===== src/hw/slu_pkg.sv =====
package slu_pkg;

    // Bus geometry
    localparam int SLU_ADDR_W = 8;
    localparam logic [1:0] SLU_RESP_OKAY = 2'h0;
    localparam logic [1:0] SLU_RESP_SLVERR = 2'h2;

    // Register byte offsets
    localparam logic [7:0] SLU_OFF_LEVELS = 8'h00;
    localparam logic [7:0] SLU_OFF_OUT_EN = 8'h04;
    localparam logic [7:0] SLU_OFF_START = 8'h08;
    localparam logic [7:0] SLU_OFF_MODE = 8'h0C;
    localparam logic [7:0] SLU_OFF_COMM = 8'h10;
    localparam logic [7:0] SLU_OFF_DATA = 8'h14;
    localparam logic [7:0] SLU_OFF_STATUS = 8'h18;
    localparam logic [7:0] SLU_OFF_IRQ_STS = 8'h1C;
    localparam logic [7:0] SLU_OFF_IRQ_MASK = 8'h20;

    // Reset values
    localparam logic [15:0] SLU_RST_LEVELS = 16'h0404;
    localparam logic [15:0] SLU_RST_ZERO = 16'h0000;

    // Output level, output enable and start trigger bits of channel 2
    localparam int SLU_LEVEL_DATA_BIT = 2;
    localparam int SLU_LEVEL_CLK_BIT = 10;
    localparam int SLU_OE_BIT = 2;
    localparam int SLU_START_BIT = 2;

    // Mode configuration fields
    localparam int SLU_MODE_IRQSEL_BIT = 0;
    localparam int SLU_MODE_OP_LSB = 1;
    localparam int SLU_MODE_PSC_LSB = 12;
    localparam logic [1:0] SLU_OPMODE_UART = 2'h1;
    localparam logic [1:0] SLU_OPMODE_I2C = 2'h2;

    // Communication configuration fields
    localparam int SLU_COMM_TXEN_BIT = 15;
    localparam int SLU_COMM_INV_BIT = 13;
    localparam int SLU_COMM_PAR_LSB = 8;
    localparam int SLU_COMM_LSBF_BIT = 7;
    localparam int SLU_COMM_STOP2_BIT = 4;
    localparam logic [1:0] SLU_PAR_NONE = 2'h0;
    localparam logic [1:0] SLU_PAR_ZERO = 2'h1;
    localparam logic [1:0] SLU_PAR_EVEN = 2'h2;
    localparam logic [1:0] SLU_PAR_ODD = 2'h3;

    // Data register fields
    localparam int SLU_DATA_DIV_LSB = 9;
    localparam logic [6:0] SLU_DIV_MIN = 7'h02;

    // Status and interrupt bits
    localparam int SLU_STS_BUSY = 0;
    localparam int SLU_STS_FULL = 1;
    localparam int SLU_STS_OP = 2;
    localparam int SLU_IRQ_TX = 0;
    localparam int SLU_IRQ_LOST = 1;

    // Frame lengths in bit times
    localparam logic [3:0] SLU_UART_BASE_LEN = 4'hA;
    localparam logic [3:0] SLU_I2C_LEN = 4'h9;

    // Unit and channel that carry LIN transmission
    localparam int SLU_LIN_UNIT = 1;
    localparam int SLU_LIN_CHAN = 2;

    typedef struct packed {
        logic [3:0] psc;
        logic [6:0] div;
    } slu_baud_cfg_s;

    typedef enum logic [0:0] {SLU_IDLE, SLU_SEND} slu_state_e;

endpackage : slu_pkg


===== src/hw/slu_lin_tx.sv =====
// Operation
// - LIN transmission exists only on channel 2 of serial unit one; other instances get none.
// - Parity is selectable as none, constant zero, even or odd.
// - One or two stop bits follow each character, as configured.
// - Forward output idles high, reverse output inverts the line and idles low.
// - The divider field in data bits 15:9 is taken as at least two, capping the rate at mck/6.
// - The transmit interrupt marks transfer end or buffer empty, per the source select bit.
// - A data write while the buffer is full replaces the pending byte, which is lost.
// - 20 MHz with a /8 operation clock and divider 39 gives 31250 bps; /1 and 31 gives 312500.
//
// The implementer's own choices: the register addresses and the AXI4-Lite interface to the registers.
`timescale 1ns/1ps
`default_nettype none
module slu_lin_tx #(
    parameter int UNIT_ID = 1,
    parameter int CHAN_ID = 2
) (
    input wire logic clk,
    input wire logic arst_n,
    input wire logic ce,
    input wire logic s_awvalid,
    output logic s_awready,
    input wire logic [slu_pkg::SLU_ADDR_W-1:0] s_awaddr,
    input wire logic s_wvalid,
    output logic s_wready,
    input wire logic [31:0] s_wdata,
    input wire logic [3:0] s_wstrb,
    output logic s_bvalid,
    input wire logic s_bready,
    output logic [1:0] s_bresp,
    input wire logic s_arvalid,
    output logic s_arready,
    input wire logic [slu_pkg::SLU_ADDR_W-1:0] s_araddr,
    output logic s_rvalid,
    input wire logic s_rready,
    output logic [31:0] s_rdata,
    output logic [1:0] s_rresp,
    output logic lin_tx_pin,
    output logic ch2_clock_out,
    output logic irq
);
    import slu_pkg::*;

    logic [15:0] levels_q, out_en_q, mode_q, comm_q;
    logic [6:0] div_q;
    logic [7:0] buf_q;
    logic full_q, op_q;
    logic [1:0] irq_sts_q, irq_mask_q;
    logic aw_full_q, w_full_q;
    logic [7:0] awaddr_q;
    logic [15:0] wdata_q;
    logic [1:0] wstrb_q;
    slu_state_e st_q;
    logic phase_q;
    logic [11:0] sh_q;
    logic [3:0] cnt_q;
    logic half_tick;

    // Register write decode
    wire wr_go = aw_full_q && w_full_q && !s_bvalid;
    wire [15:0] wmask = {{8{wstrb_q[1]}}, {8{wstrb_q[0]}}};
    wire sel_levels = wr_go && (awaddr_q == SLU_OFF_LEVELS);
    wire sel_out_en = wr_go && (awaddr_q == SLU_OFF_OUT_EN);
    wire sel_start = wr_go && (awaddr_q == SLU_OFF_START);
    wire sel_mode = wr_go && (awaddr_q == SLU_OFF_MODE);
    wire sel_comm = wr_go && (awaddr_q == SLU_OFF_COMM);
    wire sel_data = wr_go && (awaddr_q == SLU_OFF_DATA);
    wire sel_sts = wr_go && (awaddr_q == SLU_OFF_STATUS);
    wire sel_irq_sts = wr_go && (awaddr_q == SLU_OFF_IRQ_STS);
    wire sel_irq_mask = wr_go && (awaddr_q == SLU_OFF_IRQ_MASK);
    wire wr_hit = sel_levels || sel_out_en || sel_start || sel_mode || sel_comm || sel_data
        || sel_sts || sel_irq_sts || sel_irq_mask;
    wire [15:0] levels_d = (levels_q & ~wmask) | (wdata_q & wmask);
    wire [15:0] out_en_d = (out_en_q & ~wmask) | (wdata_q & wmask);
    wire [15:0] mode_d = (mode_q & ~wmask) | (wdata_q & wmask);
    wire [15:0] comm_d = (comm_q & ~wmask) | (wdata_q & wmask);
    wire start_wr = sel_start && wstrb_q[0] && wdata_q[SLU_START_BIT];
    wire buf_wr = sel_data && wstrb_q[0];
    wire [1:0] irq_clr = (sel_irq_sts && wstrb_q[0]) ? wdata_q[1:0] : 2'h0;

    // Mode and frame configuration
    wire [1:0] opmode = mode_q[SLU_MODE_OP_LSB +: 2];
    wire irq_sel_empty = mode_q[SLU_MODE_IRQSEL_BIT];
    wire lin_ok = (UNIT_ID == SLU_LIN_UNIT) && (CHAN_ID == SLU_LIN_CHAN);
    wire uart_mode = (opmode == SLU_OPMODE_UART) && lin_ok;
    wire i2c_mode = (opmode == SLU_OPMODE_I2C);
    wire inv = comm_q[SLU_COMM_INV_BIT];
    wire [1:0] par_sel = comm_q[SLU_COMM_PAR_LSB +: 2];
    wire lsb_first = comm_q[SLU_COMM_LSBF_BIT];
    wire stop2 = comm_q[SLU_COMM_STOP2_BIT];
    wire txen = comm_q[SLU_COMM_TXEN_BIT];
    wire oe_bit = out_en_q[SLU_OE_BIT];
    slu_baud_cfg_s baud_cfg;
    assign baud_cfg.psc = mode_q[SLU_MODE_PSC_LSB +: 4];
    assign baud_cfg.div = div_q;

    // Frame assembly, shifted out bit 0 first
    logic [7:0] rev;
    for (genvar i = 0; i < 8; i++)
    begin : g_rev
        assign rev[i] = buf_q[7-i];
    end
    wire [7:0] ord = lsb_first ? buf_q : rev;
    wire par_en = (par_sel != SLU_PAR_NONE);
    wire par_bit = (par_sel == SLU_PAR_EVEN) ? ^buf_q :
        (par_sel == SLU_PAR_ODD) ? ~^buf_q : 1'b0;
    wire [11:0] uart_frame = par_en ? {2'h3, par_bit, ord, 1'b0} : {3'h7, ord, 1'b0};
    wire [3:0] uart_len = SLU_UART_BASE_LEN + {3'h0, par_en} + {3'h0, stop2};
    wire [11:0] frame = i2c_mode ? {4'hF, rev} : uart_frame;
    wire [3:0] frame_len = i2c_mode ? SLU_I2C_LEN : uart_len;

    // Transmit sequencing
    wire run_ok = op_q && (uart_mode || i2c_mode);
    wire load = ce && (st_q == SLU_IDLE) && run_ok && full_q;
    wire bit_end = (st_q == SLU_SEND) && half_tick && phase_q;
    wire last = bit_end && (cnt_q == 4'h1);
    // Source select is sampled live at each event
    wire ev_tx = (load && irq_sel_empty) || (last && !irq_sel_empty);
    wire ev_lost = ce && buf_wr && full_q && !load;

    slu_baud u_baud (
        .clk(clk),
        .arst_n(arst_n),
        .ce(ce),
        .restart(load),
        .cfg(baud_cfg),
        .half_tick(half_tick)
    );

    // Write channels, taken in either order, answered after both
    always_ff @(posedge clk or negedge arst_n)
    begin
        if (!arst_n)
        begin
            s_awready <= 1'b1;
            s_wready <= 1'b1;
            aw_full_q <= 1'b0;
            w_full_q <= 1'b0;
            awaddr_q <= 8'h00;
            wdata_q <= 16'h0000;
            wstrb_q <= 2'h0;
            s_bvalid <= 1'b0;
            s_bresp <= SLU_RESP_OKAY;
        end
        else if (ce)
        begin
            if (s_awvalid && s_awready)
            begin
                aw_full_q <= 1'b1;
                awaddr_q <= s_awaddr;
                s_awready <= 1'b0;
            end
            if (s_wvalid && s_wready)
            begin
                w_full_q <= 1'b1;
                wdata_q <= s_wdata[15:0];
                wstrb_q <= s_wstrb[1:0];
                s_wready <= 1'b0;
            end
            if (wr_go)
            begin
                aw_full_q <= 1'b0;
                w_full_q <= 1'b0;
                s_bvalid <= 1'b1;
                s_bresp <= wr_hit ? SLU_RESP_OKAY : SLU_RESP_SLVERR;
            end
            if (s_bvalid && s_bready)
            begin
                s_bvalid <= 1'b0;
                s_awready <= 1'b1;
                s_wready <= 1'b1;
            end
        end
    end

    // Read channel
    wire [15:0] rd_val =
        (s_araddr == SLU_OFF_LEVELS) ? levels_q :
        (s_araddr == SLU_OFF_OUT_EN) ? out_en_q :
        (s_araddr == SLU_OFF_MODE) ? mode_q :
        (s_araddr == SLU_OFF_COMM) ? comm_q :
        (s_araddr == SLU_OFF_DATA) ? {div_q, 1'b0, buf_q} :
        (s_araddr == SLU_OFF_STATUS) ? {13'h0000, op_q, full_q, st_q == SLU_SEND} :
        (s_araddr == SLU_OFF_IRQ_STS) ? {14'h0000, irq_sts_q} :
        (s_araddr == SLU_OFF_IRQ_MASK) ? {14'h0000, irq_mask_q} : 16'h0000;
    wire rd_hit = (s_araddr <= SLU_OFF_IRQ_MASK) && (s_araddr[1:0] == 2'h0);

    always_ff @(posedge clk or negedge arst_n)
    begin
        if (!arst_n)
        begin
            s_arready <= 1'b1;
            s_rvalid <= 1'b0;
            s_rdata <= 32'h00000000;
            s_rresp <= SLU_RESP_OKAY;
        end
        else if (ce)
        begin
            if (s_arvalid && s_arready)
            begin
                s_arready <= 1'b0;
                s_rvalid <= 1'b1;
                s_rdata <= {16'h0000, rd_val};
                s_rresp <= rd_hit ? SLU_RESP_OKAY : SLU_RESP_SLVERR;
            end
            else if (s_rvalid && s_rready)
            begin
                s_rvalid <= 1'b0;
                s_arready <= 1'b1;
            end
        end
    end

    // Software registers
    always_ff @(posedge clk or negedge arst_n)
    begin
        if (!arst_n)
        begin
            levels_q <= SLU_RST_LEVELS;
            out_en_q <= SLU_RST_ZERO;
            mode_q <= SLU_RST_ZERO;
            comm_q <= SLU_RST_ZERO;
            div_q <= SLU_DIV_MIN;
            irq_mask_q <= 2'h0;
        end
        else if (ce)
        begin
            if (sel_levels)
                levels_q <= levels_d;
            if (sel_out_en)
                out_en_q <= out_en_d;
            if (sel_mode)
                mode_q <= mode_d;
            if (sel_comm)
                comm_q <= comm_d;
            if (sel_data && wstrb_q[1])
                div_q <= wdata_q[SLU_DATA_DIV_LSB +: 7];
            if (sel_irq_mask && wstrb_q[0])
                irq_mask_q <= wdata_q[1:0];
        end
    end

    // Buffer, run state and interrupt flags; a set wins over a clear
    always_ff @(posedge clk or negedge arst_n)
    begin
        if (!arst_n)
        begin
            buf_q <= 8'h00;
            full_q <= 1'b0;
            op_q <= 1'b0;
            irq_sts_q <= 2'h0;
            irq <= 1'b0;
        end
        else if (ce)
        begin
            if (buf_wr)
                buf_q <= wdata_q[7:0];
            full_q <= buf_wr || (full_q && !load);
            op_q <= start_wr || (op_q && txen);
            irq_sts_q <= (irq_sts_q & ~irq_clr) | {ev_lost, ev_tx};
            irq <= |(irq_sts_q & irq_mask_q);
        end
    end

    // Shifter
    always_ff @(posedge clk or negedge arst_n)
    begin
        if (!arst_n)
        begin
            st_q <= SLU_IDLE;
            phase_q <= 1'b0;
            sh_q <= 12'hFFF;
            cnt_q <= 4'h0;
        end
        else if (ce)
        begin
            unique case (st_q)
                SLU_IDLE:
                begin
                    phase_q <= 1'b0;
                    if (load)
                    begin
                        st_q <= SLU_SEND;
                        sh_q <= frame;
                        cnt_q <= frame_len;
                    end
                end
                SLU_SEND:
                begin
                    if (half_tick)
                        phase_q <= !phase_q;
                    if (last)
                        st_q <= SLU_IDLE;
                    else if (bit_end)
                    begin
                        sh_q <= {1'b1, sh_q[11:1]};
                        cnt_q <= cnt_q - 4'h1;
                    end
                end
            endcase
        end
    end

    // Pin drivers
    wire tx_level = (st_q == SLU_SEND) ? (sh_q[0] ^ (inv && uart_mode)) :
        uart_mode ? !inv : levels_q[SLU_LEVEL_DATA_BIT];
    wire pin_d = oe_bit ? tx_level : levels_q[SLU_LEVEL_DATA_BIT];
    wire clk_d = (i2c_mode && (st_q == SLU_SEND)) ? phase_q : levels_q[SLU_LEVEL_CLK_BIT];

    always_ff @(posedge clk or negedge arst_n)
    begin
        if (!arst_n)
        begin
            lin_tx_pin <= 1'b1;
            ch2_clock_out <= 1'b1;
        end
        else if (ce)
        begin
            lin_tx_pin <= pin_d;
            ch2_clock_out <= clk_d;
        end
    end

    property p_lin_gate;
        @(posedge clk) disable iff (!arst_n)
        (st_q == SLU_IDLE && !lin_ok && !i2c_mode) |=> st_q == SLU_IDLE;
    endproperty
    a_lin_gate: assert property (p_lin_gate)
        else $error("uart frame started on an instance without LIN");

    property p_par_zero;
        @(posedge clk) disable iff (!arst_n)
        (load && uart_mode && par_sel == SLU_PAR_ZERO) |=> !sh_q[9] && cnt_q >= 4'hB;
    endproperty
    a_par_zero: assert property (p_par_zero)
        else $error("zero parity bit not zero");

    property p_stop_len;
        @(posedge clk) disable iff (!arst_n)
        (load && uart_mode) |=> cnt_q == 4'hA + {3'h0, $past(par_en)} + {3'h0, $past(stop2)};
    endproperty
    a_stop_len: assert property (p_stop_len)
        else $error("frame length wrong for stop and parity setting");

    property p_idle_level;
        @(posedge clk) disable iff (!arst_n)
        (ce && st_q == SLU_IDLE && uart_mode && oe_bit) |=> lin_tx_pin == !$past(inv);
    endproperty
    a_idle_level: assert property (p_idle_level)
        else $error("idle line level does not follow data phase");

    property p_empty_irq;
        @(posedge clk) disable iff (!arst_n)
        (load && irq_sel_empty) |=> irq_sts_q[SLU_IRQ_TX] && full_q == $past(buf_wr)
            ##0 st_q == SLU_SEND;
    endproperty
    a_empty_irq: assert property (p_empty_irq)
        else $error("buffer empty event missing");

    property p_end_irq;
        @(posedge clk) disable iff (!arst_n)
        (last && ce && !irq_sel_empty) |=> irq_sts_q[SLU_IRQ_TX] && st_q == SLU_IDLE;
    endproperty
    a_end_irq: assert property (p_end_irq)
        else $error("transfer end event missing");

    property p_overwrite;
        @(posedge clk) disable iff (!arst_n)
        ev_lost |=> irq_sts_q[SLU_IRQ_LOST] && full_q && buf_q == $past(wdata_q[7:0]);
    endproperty
    a_overwrite: assert property (p_overwrite)
        else $error("pending byte not replaced on overwrite");

    property p_msb_first;
        @(posedge clk) disable iff (!arst_n)
        (load && uart_mode && !lsb_first) |=> sh_q[1] == $past(buf_q[7]) && !sh_q[0];
    endproperty
    a_msb_first: assert property (p_msb_first)
        else $error("msb first order not applied");

    property p_irq_out;
        @(posedge clk) disable iff (!arst_n)
        ce |=> irq == |($past(irq_sts_q) & $past(irq_mask_q));
    endproperty
    a_irq_out: assert property (p_irq_out)
        else $error("interrupt output does not follow masked status");

endmodule : slu_lin_tx
`default_nettype wire


===== src/hw/slu_baud.sv =====
`timescale 1ns/1ps
`default_nettype none
module slu_baud (
    input wire logic clk,
    input wire logic arst_n,
    input wire logic ce,
    input wire logic restart,
    input wire slu_pkg::slu_baud_cfg_s cfg,
    output logic half_tick
);
    import slu_pkg::*;

    logic [15:0] pcnt_q;
    logic [6:0] hcnt_q;
    wire [15:0] plimit = 16'((17'h1 << cfg.psc) - 17'h1);
    wire mck_en = ce && (pcnt_q == plimit);
    wire [6:0] eff_div = (cfg.div < SLU_DIV_MIN) ? SLU_DIV_MIN : cfg.div;

    // Half bit time is eff_div+1 operation clocks, so bit rate is mck/(2*(eff_div+1))
    assign half_tick = mck_en && (hcnt_q == eff_div);

    always_ff @(posedge clk or negedge arst_n)
    begin
        if (!arst_n)
        begin
            pcnt_q <= 16'h0000;
            hcnt_q <= 7'h00;
        end
        else if (ce)
        begin
            pcnt_q <= (restart || mck_en) ? 16'h0000 : pcnt_q + 16'h0001;
            if (restart || half_tick)
                hcnt_q <= 7'h00;
            else if (mck_en)
                hcnt_q <= hcnt_q + 7'h01;
        end
    end

    property p_rate_floor;
        @(posedge clk) disable iff (!arst_n)
        (half_tick && !restart) |=> (!half_tick || restart) ##1 (!half_tick || $past(restart));
    endproperty
    a_rate_floor: assert property (p_rate_floor)
        else $error("half ticks closer than three operation clocks");

endmodule : slu_baud
`default_nettype wire


===== config.mk =====
export PLATFORM = sky130hd
export DESIGN_NAME = slu_lin_tx
export DESIGN_NICKNAME = d
export VERILOG_FILES = /design/src/hw/slu_pkg.sv /design/src/hw/slu_lin_tx.sv /design/src/hw/slu_baud.sv
export SDC_FILE = /design/constraint.sdc
export NUM_CORES = 1
export LEC_CHECK = 0
export BUFFER_PORTS_ARGS = -buffer_cell sky130_fd_sc_hd__buf_2
export CAP_MARGIN = 30
export CORE_MARGIN = 10
export CORE_UTILIZATION = 60
export CTS_BUF_LIST = sky130_fd_sc_hd__clkbuf_8
export DETAILED_ROUTE_END_ITERATION = 7
export GPL_TIMING_DRIVEN = 1
export PLACE_DENSITY = 0.84
export SLEW_MARGIN = 20
export SYNTH_ARGS = -nofsm -noshare
export SYNTH_HDL_FRONTEND = slang
export SYNTH_SLANG_ARGS = --single-unit
export TNS_END_PERCENT = 30

===== constraint.sdc =====
create_clock -name clk -period 5.4 [get_ports clk]
set_input_delay 0.27 -clock clk [delete_from_list [all_inputs] [get_ports clk]]
set_output_delay 0.27 -clock clk [all_outputs]
set_load 0.03 [all_outputs]

==> results by group, run 1 <==
Final layout
  • Commonest cells after routing, fill and taps aside: 160 x dfrtp_1, 103 x mux2_2, 96 x nand2_1, 66 x buf_2, 59 x o21ai_0
  • Fraction of layout instances using a drive strength above 1: 26.3%
  • Antenna diode count: 0
  • Area grow syn2layout: 11.0%
  • Final #Nets: 1018
  • Most common cell after layout, fill and taps aside: dfrtp_1
  • Util after Layout: 67.5%

Worst setup path
  • Crit path DAT: 5100 ps
  • Slowest Stage Delay on Critical Path: 770 ps
  • Startpoint Class: register
  • Worst EP required: 5820 ps
  • Crit. End Element: register
  • Crit-path max FO: 24
  • Critical path class: register to register
  • Crit path max-delay cell type: or4b_2
  • CP Cell Sequence: or4b_2 > ha_1 > or3b_1 > a2111o_1 > o211ai_1 > o2111ai_1 > or3_4 > o21ai_2 > mux2_2
  • R2R Setup Slk: 720 ps

STA
  • Final Hold Violating Endpoints: 0
  • Post-layout minimum cycle time: 4680 ps
  • Fmax achieved: 0.213 GHz
  • Final setup violation count: 0
  • Setup TNS: 0 ps
  • Unrepaired setup endpoints after global routing: false
  • Tcrit/Tclk final: 86.7%
  • Max-slew violations: 0
  • Clk_skew: 22.1 ps
  • Slew Limit Headroom: 37.6%
  • Worst-Margin Slew: 933 ps

CTS
  • H-tree Lvls: 4
  • TritonCTS clock tree: done
  • Cts bufs inserted: 17
  • Worst skew pair latency: 490 ps
  • Clock Sinks: 178
  • Hold Buf Count CTS: 12
  • Clk slew on worst S/H paths: 110 ps
  • Post-cts resize count: 0
  • Post-CTS Setup Bufs: 0
  • Root Buffer: clkbuf_8
  • Max clock buf depth: 2

Floorplan
  • Starting density of the core: 60.8%
  • Core Footprint: 15100 um^2
  • DIE HEIGHT: 144 um
  • IO Pins: 104
  • Die area: 20700 um^2
  • Die Wd: 144 um
  • # rows: 45

Outcome
  • Status: complete, no violations

Route
  • Post-DR wirelength/cell: 19.4 um
  • DRC: 0
  • Via count: 7132
  • Pre-Repair DR Iteration Count: 7
  • Post-route ant nets: 0
  • DR vias/cell: 6.20
  • Drt initial violations: 758
  • Final wirelength: 22300 um

Logic synthesis
  • Number of enable flip-flop cells after synthesis: 0
  • Leading area contributor after synthesis: dfrtp_1
  • #FFs+latches synth: 178
  • Synth top area cells: dfrtp_1 43%, mux2_2 13%, dfstp_2 5.1%
  • Yosys warnings: 0
  • Sequential fraction of the synthesis area: 48.6%
  • Post-synthesis instance total: 878
  • Synth Area per Inst: 10.5 um^2
  • Mapped cell area: 9210 um^2
  • Synth cell types: 78
  • Synth Flop Type: dfrtp_1
  • Ys async rst share: 100%
  • Yosys top cell area share: 43.5%

Power and ir drop
  • PwrDens: 248 nW/um^2
  • Max VDD drop: 0.000313 V
  • Leak pwr: 0.00473 uW

Global routing
  • Largest net degree at the start of global routing: 76
  • Total track usage: 22.0%
  • Initial antenna violation count: 0
  • Gr ovfl total: 0
  • Vias in the first global route: 6890
  • First-pass GRT wire length: 36300 um

Place
  • IO Port Bufs: 67
  • DP HPWL: 15200 um
  • GPL Wtd Cong: 0.896

Flow run
  • Max-cap violations: 0

Worst hold path
  • Hold Path Origin: s_wdata[1]
  • Min-Delay Path Class: input port to register
through the flow:
step | hold slack (ps) | std cells | worst slack (ps) | total power (uW) | cell area (um^2)
finish | 13.0 | 1151 | 716 | 2540 | 10200
global route | 0.808 | 1151 | 492 | 2630 | 10200
CTS | 0.0761 | 1149 | 754 | 2550 | 10200
detailed placement | 339 | 1105 | 775 | 1600 | 9660
global placement | 335 | 1104 | 845 | 1590 | 9650
floorplan | -25.6 | 895 | 1380 | 1530 | 9270
worst max-delay path, delay by kind of cell, from the launching register on:
family                     cells  cell delay (ps)
AOI/OAI and AO/OA              4             1330
DFF                            1              640
adders and majority gates      1              390
and+or+nand+nor                3             1840
muxes                          1              410
per-layer routing:
layer | GRT usage, % | wire (um) | up-vias
li1 | - | - | 3292
met1 | 29.2 | 9660 | 3493
met2 | 34.1 | 10700 | 282
met3 | 5.05 | 1310 | 65
met4 | 8.54 | 616 | 0
met5 | 0 | 0 | -
worst paths after layout:
| path | endpoint | depth (start not counted) |
|---|---|---|
| min in group asynchronous | u_baud.pcnt_q[4] | 2 |
| max reg2reg | sh_q[1] | 9 |
| max | sh_q[1] | 9 |
| min reg2reg | s_bresp[1] | 1 |
| max in group asynchronous | div_q[2] | 3 |
| min | wdata_q[1] | 2 |
power breakdown:
| group | switching, uW | internal [uW] |
|---|---|---|
| clock network | 566 | 393 |
| logic | 119 | 68.8 |
| registers | 35.0 | 1360 |
final cells by class:
class / count / area (um^2)
Timing Repair Buffer: 94 / 583
Fill cell: 1124 / 4920
Clock buffer: 17 / 234
Tap cell: 188 / 235
Inverter: 20 / 75.1
Clock inverter: 15 / 190
Sequential cell: 178 / 4480
Multi-Input combinational cell: 639 / 4430
kinds of logic after synthesis:
kind of cell / share of synthesized area (%)
mux: 15.0
other cells: 0.0407
flops: 48.6
simple gates: 13.9
compound gates: 13.9
buf+inv: 4.08
xor+xnor: 3.33
fa+ha+maj: 1.09
synth_stat cells, types with 8 or more instances:
library cell  count
o211ai_1          8
ha_1              8
nor2_1           53
dfstp_2          18
xnor2_1          19
mux2i_1          13
nor3_1           10
buf_4            18
nand3_1          28
nand2_1          96
xor2_1           16
clkbuf_1         31
a2bb2oi_1        10
dfrtp_1         160
mux2_2          103
a21oi_1          45
inv_1            20
a22oi_1          10
o21ai_0          59
(Power assumes the default switching activity.)
==> run 2, diff against run 1 <==
--- a/config.mk
+++ b/config.mk
@@ -13,6 +13,7 @@
 export DETAILED_ROUTE_END_ITERATION = 7
 export GPL_TIMING_DRIVEN = 1
 export PLACE_DENSITY = 0.84
+export REMOVE_ABC_BUFFERS = 1
 export SLEW_MARGIN = 20
 export SYNTH_ARGS = -nofsm -noshare
 export SYNTH_HDL_FRONTEND = slang
==> constraint.sdc (replaced) <==
create_clock -name clk -period 5.4 [get_ports clk]
set_input_delay 0.54 -clock clk [delete_from_list [all_inputs] [get_ports clk]]
set_output_delay 0.54 -clock clk [all_outputs]
set_load 0.03 [all_outputs]
==> results by group, run 2 (synthesized netlist as in run 1, its figures left out) <==
Floorplan
  • DIE HEIGHT: 144 um (unchanged)
  • Die Wd: 144 um (unchanged)
  • # rows: 45 (unchanged)
  • Die area: 20700 um^2 (unchanged)
  • IO Pins: 104 (unchanged)
  • Core Footprint: 15100 um^2 (unchanged)
  • Starting density of the core: 60.8% (unchanged)

CTS
  • Clk slew on worst S/H paths: 100 ps (about the same)
  • Cts bufs inserted: 17 (unchanged)
  • Max clock buf depth: 2 (unchanged)
  • H-tree Lvls: 4 (unchanged)
  • Post-CTS Setup Bufs: 0 (unchanged)
  • Worst skew pair latency: 480 ps (about the same)
  • Hold Buf Count CTS: 0 (-12)
  • Post-cts resize count: 0 (unchanged)
  • TritonCTS clock tree: done
  • Clock Sinks: 178 (unchanged)
  • Root Buffer: clkbuf_8

Worst hold path
  • Min-Delay Path Class: input port to async pin

Power and ir drop
  • Max VDD drop: 0.000169 V (-46%)
  • Total power draw: 2520 uW (-0.85%)
  • PwrDens: 249 nW/um^2 (+0.23%)
  • Leak pwr: 0.00470 uW (-0.77%)

STA
  • Worst-Margin Slew: 911 ps (-22.6 ps)
  • Post-layout minimum cycle time: 4620 ps (-59.8 ps)
  • Unrepaired setup endpoints after global routing: false
  • Setup TNS: 0 ps (unchanged)
  • Tcrit/Tclk final: 85.6% (-1.1 points)
  • Fmax achieved: 0.216 GHz (+1.3%)
  • Final Hold Violating Endpoints: 0 (unchanged)
  • Slew Limit Headroom: 39.1% (+1.5 points)
  • Clk_skew: 15.5 ps (-6.52 ps)
  • Max-slew violations: 0 (unchanged)
  • Final setup violation count: 0 (unchanged)

Route
  • Drt initial violations: 729 (-3.8%)
  • Pre-Repair DR Iteration Count: 5 (-2)
  • DRC: 0 (unchanged)
  • DR vias/cell: 6.28 (+1.4%)
  • Met2 wire length: 10500 um (-1.8%)
  • Final wirelength: 22000 um (-1.2%)
  • Via count: 7158 (+0.36%)
  • Met3 WL: 1370 um (+4.9%)
  • Met1 WL: 9600 um (-0.68%)
  • Post-DR wirelength/cell: 19.3 um (-0.18%)
  • Top Metal Used: met4
  • Post-route ant nets: 0 (unchanged)

Worst setup path
  • Crit. End Element: register
  • Slowest Stage Delay on Critical Path: 730 ps (-40 ps)
  • Critical path class: register to register
  • CP Cell Sequence: or4b_2 > ha_1 > or3b_1 > a2111o_1 > o211ai_1 > o2111ai_1 > or3_4 > o21ai_2 > mux2_2
  • Worst EP required: 5810 ps (about the same)
  • R2r worst-path depth: 9 (unchanged)
  • Startpoint Class: register
  • R2R Setup Slk: 780 ps (+60 ps)
  • Crit path DAT: 5030 ps (-70 ps)
  • Crit path max-delay cell type: or4b_2
  • Capturing point of the worst reg2reg path: sh_q[1]
  • Crit-path max FO: 25 (+4.2%)

Place
  • DP Cell Count: 1106 (+0.090%)
  • DP HPWL: 15100 um (-0.53%)
  • Placed cell areas: 9680 um^2 (+0.19%)
  • GPL Wtd Cong: 0.874 (-2.5%)
  • IO Port Bufs: 67 (unchanged)

Global routing
  • Initial antenna violation count: 0 (unchanged)
  • Gr ovfl total: 0 (unchanged)
  • Vias in the first global route: 6991 (+1.5%)
  • Total track usage: 21.7% (-0.28 points)
  • Largest net degree at the start of global routing: 102 (+34%)
  • First-pass GRT wire length: 35900 um (-1.1%)

Final layout
  • Area grow syn2layout: 9.84%
  • Non-Filler Instances: 1139 (-1.0%)
  • Most common cell after layout, fill and taps aside: dfrtp_1
  • Fraction of layout instances using a drive strength above 1: 26.7% (+0.44 points)
  • Final #Nets: 1006 (-1.2%)
  • Post-route cell area: 10100 um^2 (-1.1%)
  • Antenna diode count: 0 (unchanged)
  • Commonest cells after routing, fill and taps aside: 160 x dfrtp_1, 103 x mux2_2, 96 x nand2_1, 66 x buf_2, 59 x o21ai_0

Outcome
  • Status: complete, no violations

Flow run
  • Max-cap violations: 0 (unchanged)
==> run 2: per-stage QoR <==
stage,setup WS [ps],hold WS [ps],util [%]
CTS,777,96.4,66.7
detailed placement,804,458,63.9
global route,521,108,66.8
floorplan,1220,244,-
global placement,820,456,63.8
finish,776,81.2,66.8
==> run 2: worst max-delay path: cells and delay by family, from the launching register on <==
family,cells,cell delay (ps)
simple gates,3,1790
mux,1,410
flops,1,650
compound gates,4,1310
fa+ha+maj,1,390
==> run 2: power breakdown <==
part           switching (uW)  internal (uW)
Clock                     550            395
Sequential               33.8           1360
Combinational             120           63.0
Total                     703           1820
==> run 2: layout make-up <==
type / count / area (um^2)
Tap cell: 188 / 235
Multi-Input combinational cell: 639 / 4430
Clock buffer: 17 / 234
Timing Repair Buffer: 82 / 474
Inverter: 20 / 75.1
Clock inverter: 15 / 194
Fill cell: 1153 / 5030
Sequential cell: 178 / 4480
==> run 2: worst max-delay path by stage <==
stage	from	end	slack, ps
after global routing	register	sh_q[0]	520
after global placement	register	sh_q[1]	820
final	register	sh_q[1]	780
after CTS	register	sh_q[1]	780
after floorplan	register	sh_q[0]	1220
after detailed placement	register	sh_q[0]	800
==> run 2: routing by layer <==
metal / vias up / GRT usage (%)
met4: 0 / 8.22
met1: 3552 / 29.2
met3: 45 / 4.29
met5: - / 0
met2: 287 / 33.9
li1: 3274 / -
